File: src/rtl/far_pkg.sv
// Purpose: Shared constants for the fault auto-restart sequencer
// Assumes: 10 MHz controller clock, parameters held in 0.1 s units
// Notes: Register map sits on a classic Wishbone slave, 32-bit words
package far_pkg;
    // Clock and timebase
    localparam int CLK_HZ = 10000000;
    localparam int TENTH_S_MS = 100;
    localparam int TENTH_CYCLES = CLK_HZ / 1000 * TENTH_S_MS;
    localparam int CREDIT_TIME_S = 60;
    localparam logic [9:0] CREDIT_TENTHS = 10'h258;
    // Setting ranges
    localparam logic [3:0] RETRY_MAX = 4'hA;
    localparam logic [3:0] RETRY_DEF = 4'h6;
    localparam logic [9:0] WAIT_MIN = 10'h001;
    localparam logic [9:0] TIME_MAX = 10'h258;
    localparam logic [9:0] WAIT_DEF = 10'h00A;
    localparam logic [9:0] BLOCK_DEF = 10'h00A;
    localparam logic [13:0] GAIN_MAX = 14'h270F;
    localparam logic [13:0] PGAIN_DEF = 14'h0064;
    localparam logic [13:0] IGAIN_DEF = 14'h00C8;
    localparam logic [7:0] CUR_DEF = 8'h96;
    // Register byte offsets
    localparam logic [4:0] OFS_CTRL = 5'h00;
    localparam logic [4:0] OFS_TIME = 5'h04;
    localparam logic [4:0] OFS_GAIN = 5'h08;
    localparam logic [4:0] OFS_STAT = 5'h0C;
    localparam logic [4:0] OFS_IRQ = 5'h10;
    localparam logic [4:0] OFS_MASK = 5'h14;
    // Interrupt bit positions
    localparam int IRQ_TRIP = 0;
    localparam int IRQ_RESTART = 1;
    localparam int IRQ_EXHAUST = 2;
    localparam int IRQ_CREDIT = 3;
    localparam int IRQ_W = 4;
    // Sequencer states
    typedef enum logic [4:0] {
        ST_IDLE = 5'b00001,
        ST_TRIPPED = 5'b00010,
        ST_WAIT = 5'b00100,
        ST_BLOCK = 5'b01000,
        ST_SEARCH = 5'b10000
    } far_state_e;
endpackage : far_pkg

File: src/rtl/far_tick.sv
// Purpose: One-cycle enable every tenth of a second
// Assumes: Single clock domain
// Notes: Counts clk_i cycles
`timescale 1ns/1ps
`default_nettype none
module far_tick #(
    parameter int CYCLES = far_pkg::TENTH_CYCLES
) (
    // Clock and reset
    input wire logic clk_i,
    input wire logic rst_i,
    // Enable pulse
    output logic tick_o
);
    import far_pkg::*;
    logic [23:0] cnt_reg;
    logic [23:0] cnt_next;
    logic tick_next;

    // Divider next state
    always_comb begin
        tick_next = 1'b0;
        cnt_next = cnt_reg + 24'h000001;
        if (cnt_reg == 24'(CYCLES - 1)) begin
            cnt_next = 24'h000000;
            tick_next = 1'b1;
        end
    end

    // Divider registers
    always_ff @(posedge clk_i) begin
        if (rst_i) begin
            cnt_reg <= 24'h000000;
            tick_o <= 1'b0;
        end else begin
            cnt_reg <= cnt_next;
            tick_o <= tick_next;
        end
    end
endmodule : far_tick
`default_nettype wire

File: src/rtl/far_sync.sv
// Purpose: Three-stage synchroniser with agreement filter
// Assumes: Asynchronous level inputs
// Notes: Output changes once stages two and three agree
`timescale 1ns/1ps
`default_nettype none
module far_sync #(
    parameter int W = 1
) (
    // Clock and reset
    input wire logic clk_i,
    input wire logic rst_i,
    // Levels
    input wire logic [W-1:0] d_i,
    output logic [W-1:0] q_o
);
    import far_pkg::*;
    logic [W-1:0] s1_reg;
    logic [W-1:0] s2_reg;
    logic [W-1:0] s3_reg;

    // Per-bit stages and filter
    for (genvar i = 0; i < W; i++) begin : g_bit
        always_ff @(posedge clk_i) begin
            if (rst_i) begin
                s1_reg[i] <= 1'b0;
                s2_reg[i] <= 1'b0;
                s3_reg[i] <= 1'b0;
                q_o[i] <= 1'b0;
            end else begin
                s1_reg[i] <= d_i[i];
                s2_reg[i] <= s1_reg[i];
                s3_reg[i] <= s2_reg[i];
                if (s2_reg[i] == s3_reg[i]) begin
                    q_o[i] <= s3_reg[i];
                end
            end
        end
    end
endmodule : far_sync
`default_nettype wire

File: src/rtl/far_seq.sv
// Functional notes
// - Restart after a fault reset only when restart-on-reset is enabled.
// - Retry limit accepts 0 to 10 and resets to 6.
// - Wait the retry delay (0.1 to 60.0 s, default 1.0 s) before a restart.
// - Each restart takes one retry; none happen once the count is zero. The code's fault-reset restart takes no retry and runs even at zero.
// - Sixty seconds without a trip after a restart credits one retry.
// - The credited count never exceeds the retry limit.
// - Low voltage, emergency stop, overheat or hardware faults block restart.
// - Every auto restart goes through the speed-search procedure.
// - Output is blocked for 0.0 to 60.0 s before a speed search.
// - Search gains range 0 to 9999, integral 200, proportional 100.
// - A four-bit field selects speed search per start condition; the code only stores it in sel_reg and every restart searches.
// - Over the search current limit, hold voltage and lower frequency.
//
// Purpose: Fault auto-restart sequencer with speed-search start-up
// Assumes: Trip and cause pins are asynchronous; current flag likewise
// Notes: Times in 0.1 s units; Wishbone classic slave, one wait state
//
// Added by the designer: the Wishbone interface to the registers and the register offsets.
`timescale 1ns/1ps
`default_nettype none
module far_seq #(
    parameter int TICK_CYCLES = far_pkg::TENTH_CYCLES
) (
    // Clock and reset
    input wire logic clk_i,
    input wire logic rst_i,
    // Wishbone slave
    input wire logic wb_cyc_i,
    input wire logic wb_stb_i,
    input wire logic wb_we_i,
    input wire logic [4:0] wb_adr_i,
    input wire logic [3:0] wb_sel_i,
    input wire logic [31:0] wb_dat_i,
    output logic [31:0] wb_dat_o,
    output logic wb_ack_o,
    // Drive status pins
    input wire logic trip_i,
    input wire logic fault_reset_i,
    input wire logic [3:0] cause_i,
    input wire logic over_limit_i,
    // Drive control
    output logic output_block_o,
    output logic search_active_o,
    output logic volt_hold_o,
    output logic freq_lower_o,
    output logic restart_o,
    output logic irq_o
);
    import far_pkg::*;

    // ----------------------------------------------------------------
    // Input conditioning
    // ----------------------------------------------------------------
    logic tick;
    logic [6:0] pins;
    logic trip_s, rst_s, over_s;
    logic [3:0] cause_s;
    logic trip_d_reg, rst_d_reg;

    far_tick #(.CYCLES(TICK_CYCLES)) u_tick (
        .clk_i(clk_i),
        .rst_i(rst_i),
        .tick_o(tick)
    );

    far_sync #(.W(7)) u_sync (
        .clk_i(clk_i),
        .rst_i(rst_i),
        .d_i({over_limit_i, cause_i, fault_reset_i, trip_i}),
        .q_o(pins)
    );
    assign trip_s = pins[0];
    assign rst_s = pins[1];
    assign cause_s = pins[5:2];
    assign over_s = pins[6];

    // Edge history
    always_ff @(posedge clk_i) begin
        if (rst_i) begin
            trip_d_reg <= 1'b0;
            rst_d_reg <= 1'b0;
        end else begin
            trip_d_reg <= trip_s;
            rst_d_reg <= rst_s;
        end
    end

    logic trip_rise, reset_rise;
    assign trip_rise = trip_s & ~trip_d_reg;
    assign reset_rise = rst_s & ~rst_d_reg;

    // ----------------------------------------------------------------
    // Settings registers
    // ----------------------------------------------------------------
    logic en_reg, en_next;
    logic [3:0] limit_reg, limit_next, sel_reg, sel_next;
    logic [7:0] cur_reg, cur_next;
    logic [9:0] wait_reg, wait_next, block_reg, block_next;
    logic [13:0] pgain_reg, pgain_next, igain_reg, igain_next;
    logic [IRQ_W-1:0] sts_reg, sts_next, mask_reg, mask_next;
    logic [31:0] dat_next;
    logic ack_next, wr;
    logic [IRQ_W-1:0] ev;

    assign wr = wb_cyc_i & wb_stb_i & wb_we_i & ~wb_ack_o;

    // Register writes, range clamps and status flags
    always_comb begin
        en_next = en_reg;
        limit_next = limit_reg;
        sel_next = sel_reg;
        cur_next = cur_reg;
        wait_next = wait_reg;
        block_next = block_reg;
        pgain_next = pgain_reg;
        igain_next = igain_reg;
        mask_next = mask_reg;
        sts_next = sts_reg;
        if (wr && wb_adr_i == OFS_CTRL) begin
            if (wb_sel_i[0]) begin
                en_next = wb_dat_i[0];
                limit_next = (wb_dat_i[7:4] > RETRY_MAX) ? RETRY_MAX
                                                         : wb_dat_i[7:4];
            end
            if (wb_sel_i[1]) begin
                sel_next = wb_dat_i[11:8];
            end
            if (wb_sel_i[2]) begin
                cur_next = wb_dat_i[23:16];
            end
        end
        if (wr && wb_adr_i == OFS_TIME) begin
            if (wb_sel_i[1:0] == 2'h3) begin
                wait_next = (wb_dat_i[9:0] < WAIT_MIN) ? WAIT_MIN :
                            (wb_dat_i[9:0] > TIME_MAX) ? TIME_MAX
                                                       : wb_dat_i[9:0];
            end
            if (wb_sel_i[3:2] == 2'h3) begin
                block_next = (wb_dat_i[25:16] > TIME_MAX) ? TIME_MAX
                                                          : wb_dat_i[25:16];
            end
        end
        if (wr && wb_adr_i == OFS_GAIN) begin
            if (wb_sel_i[1:0] == 2'h3) begin
                pgain_next = (wb_dat_i[13:0] > GAIN_MAX) ? GAIN_MAX
                                                         : wb_dat_i[13:0];
            end
            if (wb_sel_i[3:2] == 2'h3) begin
                igain_next = (wb_dat_i[29:16] > GAIN_MAX) ? GAIN_MAX
                                                          : wb_dat_i[29:16];
            end
        end
        if (wr && wb_adr_i == OFS_MASK && wb_sel_i[0]) begin
            mask_next = wb_dat_i[IRQ_W-1:0];
        end
        // Write one clears, a new event wins
        if (wr && wb_adr_i == OFS_IRQ && wb_sel_i[0]) begin
            sts_next = sts_reg & ~wb_dat_i[IRQ_W-1:0];
        end
        sts_next = sts_next | ev;
    end

    // ----------------------------------------------------------------
    // Restart sequencer
    // ----------------------------------------------------------------
    far_state_e state_reg, state_next;
    logic [3:0] left_reg, left_next;
    logic [9:0] tmr_reg, tmr_next, credit_reg, credit_next;
    logic credit_run_reg, credit_run_next;
    logic blocked_reg, blocked_next;
    logic restart_next, block_out_next, search_next, hold_next, lower_next;

    // Sequencer next state
    always_comb begin
        state_next = state_reg;
        left_next = left_reg;
        tmr_next = tmr_reg;
        credit_next = credit_reg;
        credit_run_next = credit_run_reg;
        blocked_next = blocked_reg;
        restart_next = 1'b0;
        ev = '0;
        if (left_reg > limit_reg) begin
            left_next = limit_reg;
        end
        if (credit_run_reg && tick) begin
            if (credit_reg == CREDIT_TENTHS - 10'h001) begin
                credit_run_next = 1'b0;
                credit_next = 10'h000;
                if (left_reg < limit_reg) begin
                    left_next = left_reg + 4'h1;
                    ev[IRQ_CREDIT] = 1'b1;
                end
            end else begin
                credit_next = credit_reg + 10'h001;
            end
        end
        unique case (state_reg)
            ST_IDLE: begin
                // Waits for a trip, taken below
            end
            ST_TRIPPED: begin
                if (blocked_reg || left_reg == 4'h0) begin
                    if (!blocked_reg) begin
                        ev[IRQ_EXHAUST] = 1'b1;
                    end
                    blocked_next = 1'b1;
                    if (reset_rise) begin
                        state_next = en_reg ? ST_BLOCK : ST_IDLE;
                        tmr_next = 10'h000;
                        blocked_next = 1'b0;
                    end
                end else begin
                    state_next = ST_WAIT;
                end
            end
            ST_WAIT: begin
                // retry delay; a limit cut to zero ends the wait
                if (left_reg == 4'h0) begin
                    state_next = ST_TRIPPED;
                end else if (tick) begin
                    tmr_next = tmr_reg + 10'h001;
                    if (tmr_reg + 10'h001 >= wait_reg) begin
                        left_next = left_reg - 4'h1;
                        credit_run_next = 1'b1;
                        credit_next = 10'h000;
                        ev[IRQ_RESTART] = 1'b1;
                        state_next = ST_BLOCK;
                        tmr_next = 10'h000;
                    end
                end
            end
            ST_BLOCK: begin
                if (tmr_reg >= block_reg) begin
                    state_next = ST_SEARCH;
                    restart_next = 1'b1;
                end else if (tick) begin
                    tmr_next = tmr_reg + 10'h001;
                end
            end
            ST_SEARCH: begin
                // Drive returns to normal when trip clears and current ok
                if (!over_s && !trip_s) begin
                    state_next = ST_IDLE;
                end
            end
            default: begin
                state_next = ST_IDLE;
            end
        endcase
        // A trip in any state enters the trip path
        if (trip_rise) begin
            ev[IRQ_TRIP] = 1'b1;
            credit_run_next = 1'b0;
            credit_next = 10'h000;
            blocked_next = |cause_s;
            state_next = ST_TRIPPED;
            tmr_next = 10'h000;
        end
    end

    // Output steering
    always_comb begin
        block_out_next = state_next == ST_TRIPPED || state_next == ST_WAIT
                         || state_next == ST_BLOCK;
        search_next = state_next == ST_SEARCH;
        hold_next = search_next & over_s;
        lower_next = search_next & over_s;
    end

    // Sequencer and settings registers
    always_ff @(posedge clk_i) begin
        if (rst_i) begin
            state_reg <= ST_IDLE;
            left_reg <= RETRY_DEF;
            tmr_reg <= 10'h000;
            credit_reg <= 10'h000;
            credit_run_reg <= 1'b0;
            blocked_reg <= 1'b0;
            en_reg <= 1'b0;
            limit_reg <= RETRY_DEF;
            sel_reg <= 4'h0;
            cur_reg <= CUR_DEF;
            wait_reg <= WAIT_DEF;
            block_reg <= BLOCK_DEF;
            pgain_reg <= PGAIN_DEF;
            igain_reg <= IGAIN_DEF;
            sts_reg <= '0;
            mask_reg <= '0;
            output_block_o <= 1'b0;
            search_active_o <= 1'b0;
            volt_hold_o <= 1'b0;
            freq_lower_o <= 1'b0;
            restart_o <= 1'b0;
            irq_o <= 1'b0;
        end else begin
            state_reg <= state_next;
            left_reg <= left_next;
            tmr_reg <= tmr_next;
            credit_reg <= credit_next;
            credit_run_reg <= credit_run_next;
            blocked_reg <= blocked_next;
            en_reg <= en_next;
            limit_reg <= limit_next;
            sel_reg <= sel_next;
            cur_reg <= cur_next;
            wait_reg <= wait_next;
            block_reg <= block_next;
            pgain_reg <= pgain_next;
            igain_reg <= igain_next;
            sts_reg <= sts_next;
            mask_reg <= mask_next;
            output_block_o <= block_out_next;
            search_active_o <= search_next;
            volt_hold_o <= hold_next;
            freq_lower_o <= lower_next;
            restart_o <= restart_next;
            irq_o <= |(sts_next & mask_next);
        end
    end

    // ----------------------------------------------------------------
    // Wishbone read path
    // ----------------------------------------------------------------
    always_comb begin
        ack_next = wb_cyc_i & wb_stb_i & ~wb_ack_o;
        dat_next = 32'h00000000;
        unique case (wb_adr_i)
            OFS_CTRL: dat_next = {8'h00, cur_reg, 4'h0, sel_reg,
                                  limit_reg, 3'h0, en_reg};
            OFS_TIME: dat_next = {6'h00, block_reg, 6'h00, wait_reg};
            OFS_GAIN: dat_next = {2'h0, igain_reg, 2'h0, pgain_reg};
            OFS_STAT: dat_next = {19'h00000, state_reg, 4'h0, left_reg};
            OFS_IRQ: dat_next = {28'h0000000, sts_reg};
            OFS_MASK: dat_next = {28'h0000000, mask_reg};
            default: dat_next = 32'h00000000;
        endcase
    end

    // Bus answer registers
    always_ff @(posedge clk_i) begin
        if (rst_i) begin
            wb_ack_o <= 1'b0;
            wb_dat_o <= 32'h00000000;
        end else begin
            wb_ack_o <= ack_next;
            wb_dat_o <= dat_next;
        end
    end
endmodule : far_seq
`default_nettype wire

File: config.mk
export PLATFORM = sky130hd
export DESIGN_NAME = far_seq
export DESIGN_NICKNAME = d
export VERILOG_FILES = /design/src/rtl/far_pkg.sv /design/src/rtl/far_tick.sv /design/src/rtl/far_sync.sv /design/src/rtl/far_seq.sv
export SDC_FILE = /design/constraint.sdc
export NUM_CORES = 1
export LEC_CHECK = 0
export BUFFER_PORTS_ARGS = -buffer_cell sky130_fd_sc_hd__clkbuf_2
export CORE_ASPECT_RATIO = 1.5
export CORE_MARGIN = 5
export CORE_UTILIZATION = 35
export DETAILED_ROUTE_END_ITERATION = 10
export GPL_TIMING_DRIVEN = 0
export PLACE_DENSITY = 0.52
export SYNTH_ARGS = -nofsm -noshare
export SYNTH_HDL_FRONTEND = slang
export SYNTH_SLANG_ARGS = --single-unit
File: constraint.sdc
create_clock -name clk_i -period 4 [get_ports clk_i]
set_input_delay 0.2 -clock clk_i [delete_from_list [all_inputs] [get_ports clk_i]]
set_output_delay 0.2 -clock clk_i [all_outputs]
set_load 0.01 [all_outputs]
# [Word-level counts from Yosys, hierarchy flattened]
# Cells that the tools add are included.
[totals] inputBits=53 elab_cells=213 output_inout_bits=39 ff_bits=197
[op_classes] eq_ne=31 muxes=64 add_sub_neg=5 reduce_logical=33 n_bitwise=15 n_lt_le_gt_ge=10
[op_table] op="30-bit one-hot mux with 6 select lines" n=1
[op_table] op="10-bit two-way mux" n=16
[op_table] op="4-bit two-way mux" n=12
[op_table] op="5-bit two-way mux" n=8
[op_table] op="10-bit one-hot mux with 3 select lines" n=1
[op_table] op="14-bit greater-than comparator, second input constant" n=2
[op_table] op="14-bit two-way mux" n=2
[op_table] op="5-bit one-hot mux with 5 select lines" n=1
[op_table] op="24-bit by 1-bit adder with 24-bit output, second input constant" n=1
[op_table] op="24-bit by 20-bit == test with 1-bit output, second input constant" n=1
[op_table] op="1-bit two-way mux" n=23
[op_table] op="10-bit by 1-bit adder with 10-bit output, second input constant" n=2
[op_table] op="5-bit by 4-bit == test with 1-bit output, second input constant" n=4
[op_table] op="5-bit == test, second input constant" n=4
[op_table] op="10-bit >= comparator" n=2
[op_table] op="10-bit greater-than comparator, second input constant" n=2
[op_table] op="2-bit AND reduction" n=8
[op_table] op="5-bit by 3-bit == test with 1-bit output, second input constant" n=3
[op_table] op="10-bit == test, second input constant" n=1
[op_table] op="5-bit by 2-bit == test with 1-bit output, second input constant" n=2
[op_table] op="10-bit by 1-bit less-than comparator with 1-bit output, second input constant" n=1
[op_table] op="1-bit logical AND" n=9
[op_table] op="4-bit bitwise AND" n=2
[op_table] op="2-bit != test, second input constant" n=4
[op_table] op="22 further kinds" n=46

# [Logic depth before layout (Yosys ltp)]
# Gate-level depths: netlist of run 1.
[depth] depth_word=10 depth_mapped=13 depth_no_buf=12

# [Modules after synthesis]
# A second synthesis of run 1 with hierarchy kept.
[unflattened] hier_cells=977 area_unflattened_um2=8623.3
[modules_own_cells] module="far_seq" cells_per_inst=772 seq_area_each_um2=2802.7 instances=1 area_each_um2=6543.8
[modules_own_cells] module="far_tick" cells_per_inst=132 seq_area_each_um2=500.5 instances=1 area_each_um2=1166.1
[modules_own_cells] module="far_sync" cells_per_inst=73 seq_area_each_um2=560.5 instances=1 area_each_um2=913.4

# [Worst setup path after synthesis of run 1]
# OpenSTA, ideal clock, no wires.
[synth_path] path_kind="reg-to-reg" startpoint="register tmr_reg[0]" endpoint="register tmr_reg[5]" period_less_slack_ns=3.053 n_path_buf=1 setup_slack_ns=0.947 setup_ns=0.076 required_ns=3.924 arrival_ns=2.977 path_stages_with_launch=14 cell_sequence="dfxtp_1 -> ha_1 -> nand3_1 -> or2_2 -> nor2_1 -> xor2_1 -> ha_1 -> o21ai_0 -> nor2_1 -> or4_4 -> o21ai_0 -> buf_2 -> a21oi_1 -> o22ai_1"
[synth_between] elab_chain_len=6 word_cells_on_any_way=11 cone_classes="add/sub: 1; order compare: 2; eq/ne: 1; mux: 6; reduce/logical: 1"
[synth_lines] item="start, declared" line_no="far_seq.sv:169" rtl="logic [9:0] tmr_reg, tmr_next, credit_reg, credit_next;"
[synth_lines] item="start signal, assigned" line_no="far_seq.sv:300" rtl="tmr_reg <= tmr_next;"
[synth_lines] item="10-bit by 1-bit adder with 10-bit output" line_no="far_seq.sv:223, far_seq.sv:224, far_seq.sv:239"
[synth_lines] item="10-bit >= comparator" line_no="far_seq.sv:224" rtl="if (tmr_reg + 10'h001 >= wait_reg) begin"
[synth_lines] item="10-bit two-way mux" line_no="far_seq.sv:224"
[synth_lines] item="10-bit two-way mux" line_no="far_seq.sv:222" rtl="end else if (tick) begin"
[synth_lines] item="10-bit two-way mux" line_no="far_seq.sv:220" rtl="if (left_reg == 4'h0) begin"
[synth_lines] item="10-bit one-hot mux with 3 select lines" line_no="far_seq.sv:199" rtl="unique case (state_reg)"
# Several ways; a longest one is shown, not always the timed one. The select of a mux whose other input is x is not followed.
# A chain may end at the register's enable or synchronous reset.

# [Final worst setup path of run 1]
[layout_path] startpoint="register tmr_reg[0]" endpoint="register credit_reg[0]"
[layout_between] elab_chain_len=6
[layout_lines] item="10-bit by 1-bit adder with 10-bit output" line_no="far_seq.sv:224"
[layout_lines] item="10-bit >= comparator" line_no="far_seq.sv:224"
[layout_lines] item="10-bit two-way mux" line_no="far_seq.sv:224"
[layout_lines] item="10-bit two-way mux" line_no="far_seq.sv:222"
[layout_lines] item="10-bit two-way mux" line_no="far_seq.sv:220"
[layout_lines] item="10-bit two-way mux" line_no="far_seq.sv:199"
[layout_lines] item="end signal, assigned" line_no="far_seq.sv:301" rtl="credit_reg <= credit_next;"
[layout_lines] item="end, declared" line_no="far_seq.sv:169"
# Every way passes these cells.

==> results of run 1 <==
-- cell usage in the layout, fill, tap and decap left out, drive strengths merged, types with 12 or more instances in the layout --
cell    instances
mux2i          22
nand3          43
o21ai          34
nand2          89
nand4          20
nor3           16
xnor2          13
a21oi          71
nor2          132
inv            44
and3           15
buf            19
xor2           24
a222oi         12
dfxtp         193
clkbuf        136
nor2b          25
ha             29
-- metal layers --
| metal | wire length [µm] | part of all wire, % | vias to the layer above | GRT usage, % |
|---|---|---|---|---|
| met4 | 900 | 3.6 | 0 | 8.56 |
| met3 | 1140 | 4.6 | 52 | 3.26 |
| li1 | - | - | 3668 | - |
| met2 | 13000 | 53 | 181 | 32.8 |
| met1 | 9660 | 39 | 3511 | 20.5 |
| met5 | 0 | 0 | - | 0 |
-- per-stage QoR --
stage	util (%)	cell area, µm²	power (mW)	setup slack [ns]
final	41.4	10000	3.92	0.258
after global routing	41.4	10000	4.06	0.0364
after detailed placement	38.6	9330	2.29	0.252
after floorplan	-	8510	2.18	0.947
after global placement	38.6	9330	2.29	0.294
after CTS	41.4	10000	3.96	0.231
-- worst reg2reg max path, delay by kind of cell, from the launching register on --
kind	cells	cell delay (ns)
AO/OA/AOI/OAI	2	0.33
XOR/XNOR	1	0.27
adder cells (fa/ha/maj)	2	0.56
buffers and inverters	1	0.28
flip-flops	1	0.43
AND/OR/NAND/NOR	7	1.82
-- power groups by stage --
stage                     clock, mW  combinational, mW  sequential, mW
final                          1.66              0.286            1.97
after detailed placement          0              0.279            2.02
after global placement            0              0.279            2.01
after CTS                      1.70              0.287            1.97
after global routing           1.78              0.316            1.97
after floorplan                   0              0.178            2.00
-- how the worst max path moves through the flow --
stage | from | end | slack, ns
global placement | tmr_reg[0]$_SDFFE_PP0P_ | credit_reg[1]$_SDFF_PP0_ | 0.29
detailed placement | tmr_reg[0]$_SDFFE_PP0P_ | credit_reg[1]$_SDFF_PP0_ | 0.25
floorplan | tmr_reg[0]$_SDFFE_PP0P_ | tmr_reg[5]$_SDFFE_PP0P_ | 0.95
CTS | tmr_reg[0]$_SDFFE_PP0P_ | credit_reg[0]$_SDFF_PP0_ | 0.23
global route | tmr_reg[0]$_SDFFE_PP0P_ | credit_reg[8]$_SDFF_PP0_ | 0.04
finish | tmr_reg[0]$_SDFFE_PP0P_ | credit_reg[0]$_SDFF_PP0_ | 0.26
-- layout make-up --
type | instances | area, µm² | area share, %
inverters | 45 | 169 | 1.69
multi-input cells | 692 | 4230 | 42.3
clock inverters | 8 | 78.8 | 0.788
plain buffers | 49 | 249 | 2.49
flip-flops and latches | 193 | 3860 | 38.6
well taps | 324 | 405 | 4.05
clock buffers | 24 | 492 | 4.92
repair buffers | 92 | 510 | 5.10
-- kinds of logic (layout without fill, tap and decap cells) --
kind of cell	count (synthesis)	after routing	synth area share, %
xor+xnor	37	37	3.81
fa+ha+maj	29	29	4.27
simple gates	397	397	22.9
other cells	1	4	0.0441
flops	193	193	45.4
buf+inv	94	218	4.91
compound gates	203	203	16.1
mux	22	22	2.59
-- what timing repair did --
action | 4_1_cts | 5_1_grt
hold buffers | 10 | 0
resized for setup | 0 | 0
endpoints found under the hold margin | 9 | 0
setup endpoints to repair | 0 | 0
==> impl_metrics.env, run 1 <==
export IMPL_status="complete, no violations"
export IMPL_start_util_pct=35.2
export IMPL_yosysUniqueCellTypes=72
export IMPL_holdPathStages=3
export IMPL_die_height_um=201
export IMPL_worstPathCellList="ha_1, nand3_1, or2_2, nor2_1, xor2_1, ha_1, o21ai_0, nor2_1, or4_4, nand4_1, buf_2, nand2_1, a21oi_1"
export IMPL_synth_seq_area_share_pct=45.4
export IMPL_hold_start="wb_dat_i[29]"
export IMPL_cp_end_kind="register"
export IMPL_fillerInstances=2518
export IMPL_drive_gt1_share_pct=14.1
export IMPL_holdCritPathClass="input port to register"
export IMPL_synth_most_common_cell="dfxtp_1"
export IMPL_root_buffer="clkbuf_16"
export IMPL_die_area_um2=27600
export IMPL_intPower_mw=2.97
export IMPL_io_buffers=82
export IMPL_holdPathEnd="igain_reg[13]$_SDFFE_PP0P_"
export IMPL_r2r_end="credit_reg[0]$_SDFF_PP0_"
export IMPL_worst_skew_pair_late_latency_ns=0.44
export IMPL_n_antenna_cell=0
export IMPL_nNetsFinal=1172
export IMPL_finalCriticalPeriod_ns=3.74
export IMPL_cp_slowest_stage_delay_ns=0.57
export IMPL_reg2reg_slack_ns=0.26
export IMPL_yosysTopAreaCell="dfxtp_1"
export IMPL_io_pins=92
export IMPL_dp_cells=1385
export IMPL_synth_top_area_share_pct=45.4
export IMPL_syn_area_um2=8500
export IMPL_drc_errors=0
export IMPL_fin_cells=1427
export IMPL_tightest_slew_ns=1.04
export IMPL_finalSetupViolCount=0
export IMPL_grt_setup_unrepaired="false"
export IMPL_die_width_um=137
export IMPL_place_gp_congestion=0.849
export IMPL_vias=7412
export IMPL_cp_required_ns=4.36
export IMPL_cap_violations=0
export IMPL_ys_warn_count=0
export IMPL_drt_first_pass_iters=5
export IMPL_wl_um=24700
export IMPL_holdWs_ns=0.0208
export IMPL_p_per_area_nw_per_um2=392
export IMPL_cp_num_cells=13
export IMPL_grt_pass1_vias=7345
export IMPL_r2r_start="tmr_reg[0]$_SDFFE_PP0P_"
export IMPL_slew_limit_headroom_pct=30.0
export IMPL_grt_max_degree=17
export IMPL_netlist_instances=976
export IMPL_r2r_cells=13
export IMPL_pwr_share_clk_pct=42.4
export IMPL_crit_slowest_cell="or4_4"
export IMPL_combPwrFrac_pct=7.3
export IMPL_synth_flop_cell="dfxtp_1"
export IMPL_grt_pass1_wl_um=38900
export IMPL_synthTopCellsByArea="dfxtp_1, nor2_1, ha_1, a21oi_1, nand2_1"
export IMPL_hpwl_um=18800
export IMPL_irDropWorstVdd_mv=0.309
export IMPL_syn_area_per_cell_um2=8.71
export IMPL_grtUsageTotal_pct=18.3
export IMPL_start_kind="register"
export IMPL_overflow=0
export IMPL_area_delta_synth_final_pct=17.6
export IMPL_cp_arrival_ns=4.11
export IMPL_switchingPower_mw=0.942
export IMPL_viasPerCell=5.19
export IMPL_synth_common_cells="dfxtp_1, nor2_1, nand2_1, a21oi_1, inv_1"
export IMPL_finalHoldViolCount=0
export IMPL_setup_tns_ns=0
export IMPL_cts_buffers=17
export IMPL_wl_per_cell_um=17.3
export IMPL_clock_skew_ns=0.00794
export IMPL_crit_buf_inv=1
export IMPL_synth_edf_count=0
export IMPL_power_frac_seq_pct=50.3
export IMPL_largest_register_ffs=28
export IMPL_clk_pin_slew_worst_paths_ns=0.07
export IMPL_crit_type="register to register"
export IMPL_worst_path_dominant_cell_family="simple AND/OR/NAND/NOR gates"
export IMPL_finalCritPeriodShare_pct=93.5
export IMPL_core_area_um2=24200
export IMPL_drv_slew=0
export IMPL_cts_max_path_buffers=2
export IMPL_postCtsSetupRepairBufs=0
export IMPL_synth_async_reset_ratio_pct=0
export IMPL_maxClockFrequency_mhz=267
export IMPL_cts_sinks=193
export IMPL_p_leak_nw=3.94
export IMPL_htreeDepth=4
export IMPL_postRouteAntennaNets=0
export IMPL_ys_ff_latch=193
export IMPL_cts_tree="yes"
export IMPL_dr_first_iter_drc_count=449
export IMPL_crit_fanout=10
export IMPL_num_rows=70
export IMPL_switching_share_pct=24.0
export IMPL_antenna_found_initial=0
Note: power is estimated with default switching activity, not from simulation.
==> inputs of run 2 (changes only) <==
- PLACE_DENSITY: 0.52 -> 0.5
==> run 2 against run 1 <==
Net effect:
- final cell count grew 0.21%
- non-clock buffer count grew 3
- count of clock-buffer cells in the layout shrank 5
- total power grew 3.1%
==> impl_metrics.env, run 2 (same netlist as run 1, synthesis figures left out) <==
export IMPL_status="complete, no violations"
export IMPL_setup_tns_ns=0
export IMPL_p_leak_nw=3.99
export IMPL_combPwrFrac_pct=7.2
export IMPL_antenna_found_initial=0
export IMPL_num_rows=70
export IMPL_crit_slowest_cell="or4_4"
export IMPL_pwr_share_clk_pct=44.1
export IMPL_viasPerCell=5.18
export IMPL_worstSetupStartpoint="tmr_reg[0]$_SDFFE_PP0P_"
export IMPL_drc_errors=0
export IMPL_cp_arrival_ns=4.08
export IMPL_drv_slew=0
export IMPL_area_delta_synth_final_pct=18.4
export IMPL_root_buffer="clkbuf_16"
export IMPL_io_pins=92
export IMPL_core_area_um2=24200
export IMPL_holdWs_ns=0.0239
export IMPL_fin_cells=1430
export IMPL_irDropWorstVdd_mv=0.324
export IMPL_finalCritPeriodShare_pct=93.0
export IMPL_grtUsageTotal_pct=18.6
export IMPL_dp_cells=1385
export IMPL_overflow=0
export IMPL_crit_buf_inv=1
export IMPL_nNetsFinal=1175
export IMPL_grt_pass1_vias=7189
export IMPL_cts_sinks=193
export IMPL_largest_register_ffs=28
export IMPL_wl_um=25300
export IMPL_htreeDepth=4
export IMPL_clock_skew_ns=0.0134
export IMPL_mostFrequentLayoutCells="dfxtp_1, nor2_1, nand2_1, clkbuf_2, a21oi_1"
export IMPL_vias=7405
export IMPL_worst_path_dominant_cell_family="simple AND/OR/NAND/NOR gates"
export IMPL_cap_violations=0
export IMPL_placed_area_um2=9330
export IMPL_switching_share_pct=25.3
export IMPL_reg2reg_slack_ns=0.28
export IMPL_mostFrequentLayoutCell="dfxtp_1"
export IMPL_cp_required_ns=4.36
export IMPL_wl_per_cell_um=17.7
export IMPL_p_per_area_nw_per_um2=401
export IMPL_start_util_pct=35.2
export IMPL_worst_skew_pair_late_latency_ns=0.45
export IMPL_start_kind="register"
export IMPL_worstPathCellList="ha_1, nand3_1, or2_2, nor2_1, xor2_1, ha_1, o21ai_0, nor2_1, or4_4, o21ai_1, buf_2, a21oi_1, o22ai_1"
export IMPL_crit_fanout=10
export IMPL_cp_slowest_stage_delay_ns=0.57
export IMPL_grt_pass1_wl_um=39600
export IMPL_holdCritPathClass="input port to register"
export IMPL_hpwl_um=19300
export IMPL_drt_first_pass_iters=5
export IMPL_cts_tree="yes"
export IMPL_finalHoldViolCount=0
export IMPL_clk_pin_slew_worst_paths_ns=0.08
export IMPL_io_buffers=82
export IMPL_fillerInstances=2535
export IMPL_grt_max_degree=19
export IMPL_design_area_um2=10100
export IMPL_tightest_slew_ns=1.04
export IMPL_grt_setup_unrepaired="false"
export IMPL_r2r_start="tmr_reg[0]$_SDFFE_PP0P_"
export IMPL_hold_start="wb_dat_i[27]"
export IMPL_maxClockFrequency_mhz=269
export IMPL_finalCriticalPeriod_ns=3.72
export IMPL_cts_max_path_buffers=2
export IMPL_die_width_um=137
export IMPL_drive_gt1_share_pct=14.5
export IMPL_die_area_um2=27600
export IMPL_finish_utilization_pct=41.6
export IMPL_die_height_um=201
export IMPL_switchingPower_mw=1.02
export IMPL_slew_limit_headroom_pct=29.8
export IMPL_postRouteAntennaNets=0
export IMPL_place_gp_congestion=0.887
export IMPL_finalSetupViolCount=0
export IMPL_cp_end_kind="register"
export IMPL_intPower_mw=3.01
export IMPL_n_antenna_cell=0
export IMPL_dr_first_iter_drc_count=442
export IMPL_power_frac_seq_pct=48.7
export IMPL_crit_type="register to register"
export IMPL_cts_buffers=17
-- run 2: cell count changes in the layout (fill, tap and decap cells not counted), moves of 2 or more --
cell        previous run  this run
inv_6                  0         5
inv_8                  0         2
clkbuf_1              31        29
clkbuf_8               5         2
buf_4                  7         9
clkinvlp_4             4         0
-- run 2: final timing paths --
path | end | cells past startpoint
max | tmr_reg[2]$_SDFFE_PP0P_ | 13
min | igain_reg[11]$_SDFFE_PP0P_ | 3
max reg2reg | tmr_reg[2]$_SDFFE_PP0P_ | 13
min reg2reg | u_sync.s2_reg[0]$_SDFF_PP0_ | 1
-- run 2: per-layer routing --
layer | GRT usage [%] | vias to the layer above | part of all wire, %
met4 | 7.85 | 0 | 3.5
li1 | - | 3676 | -
met5 | 0 | - | 0
met2 | 34.0 | 169 | 53
met1 | 20.9 | 3522 | 40
met3 | 2.91 | 38 | 4.0
-- run 2: cell type report --
type / instances / area [µm²] / share of cell area (%)
inverter: 45 / 169 / 1.68
sequential: 193 / 3860 / 38.4
tap: 324 / 405 / 4.03
timing repair buffer: 95 / 536 / 5.32
multi-input combinational: 692 / 4230 / 42.1
clock buffer: 19 / 443 / 4.40
buffer: 49 / 251 / 2.50
clock inverter: 13 / 165 / 1.64
-- run 2: metrics by stage --
| step | power, mW | setup slack [ns] |
|---|---|---|
| after detailed placement | 2.29 | 0.185 |
| after global routing | 4.19 | 0.0527 |
| after CTS | 4.09 | 0.151 |
| after floorplan | 2.18 | 0.947 |
| final | 4.04 | 0.278 |
| after global placement | 2.29 | 0.213 |
-- run 2: power groups by stage --
stage	combinational [mW]	sequential (mW)	clock, mW
finish	0.290	1.97	1.78
global placement	0.281	2.01	0
floorplan	0.178	2.00	0
detailed placement	0.281	2.01	0
CTS	0.290	1.97	1.83
global route	0.322	1.97	1.89
-- run 2: what timing repair did --
action	in CTS	in global routing
buffers inserted	0	2
hold endpoints to repair	10	0
hold buffers	11	0
endpoints found under the setup margin	0	15
gates resized for setup	0	2
-- run 2: tightest hold or removal path, stage by stage --
cell      delay [ns]
clkbuf_2        0.10
nand3b_1        0.08
a21oi_1         0.06
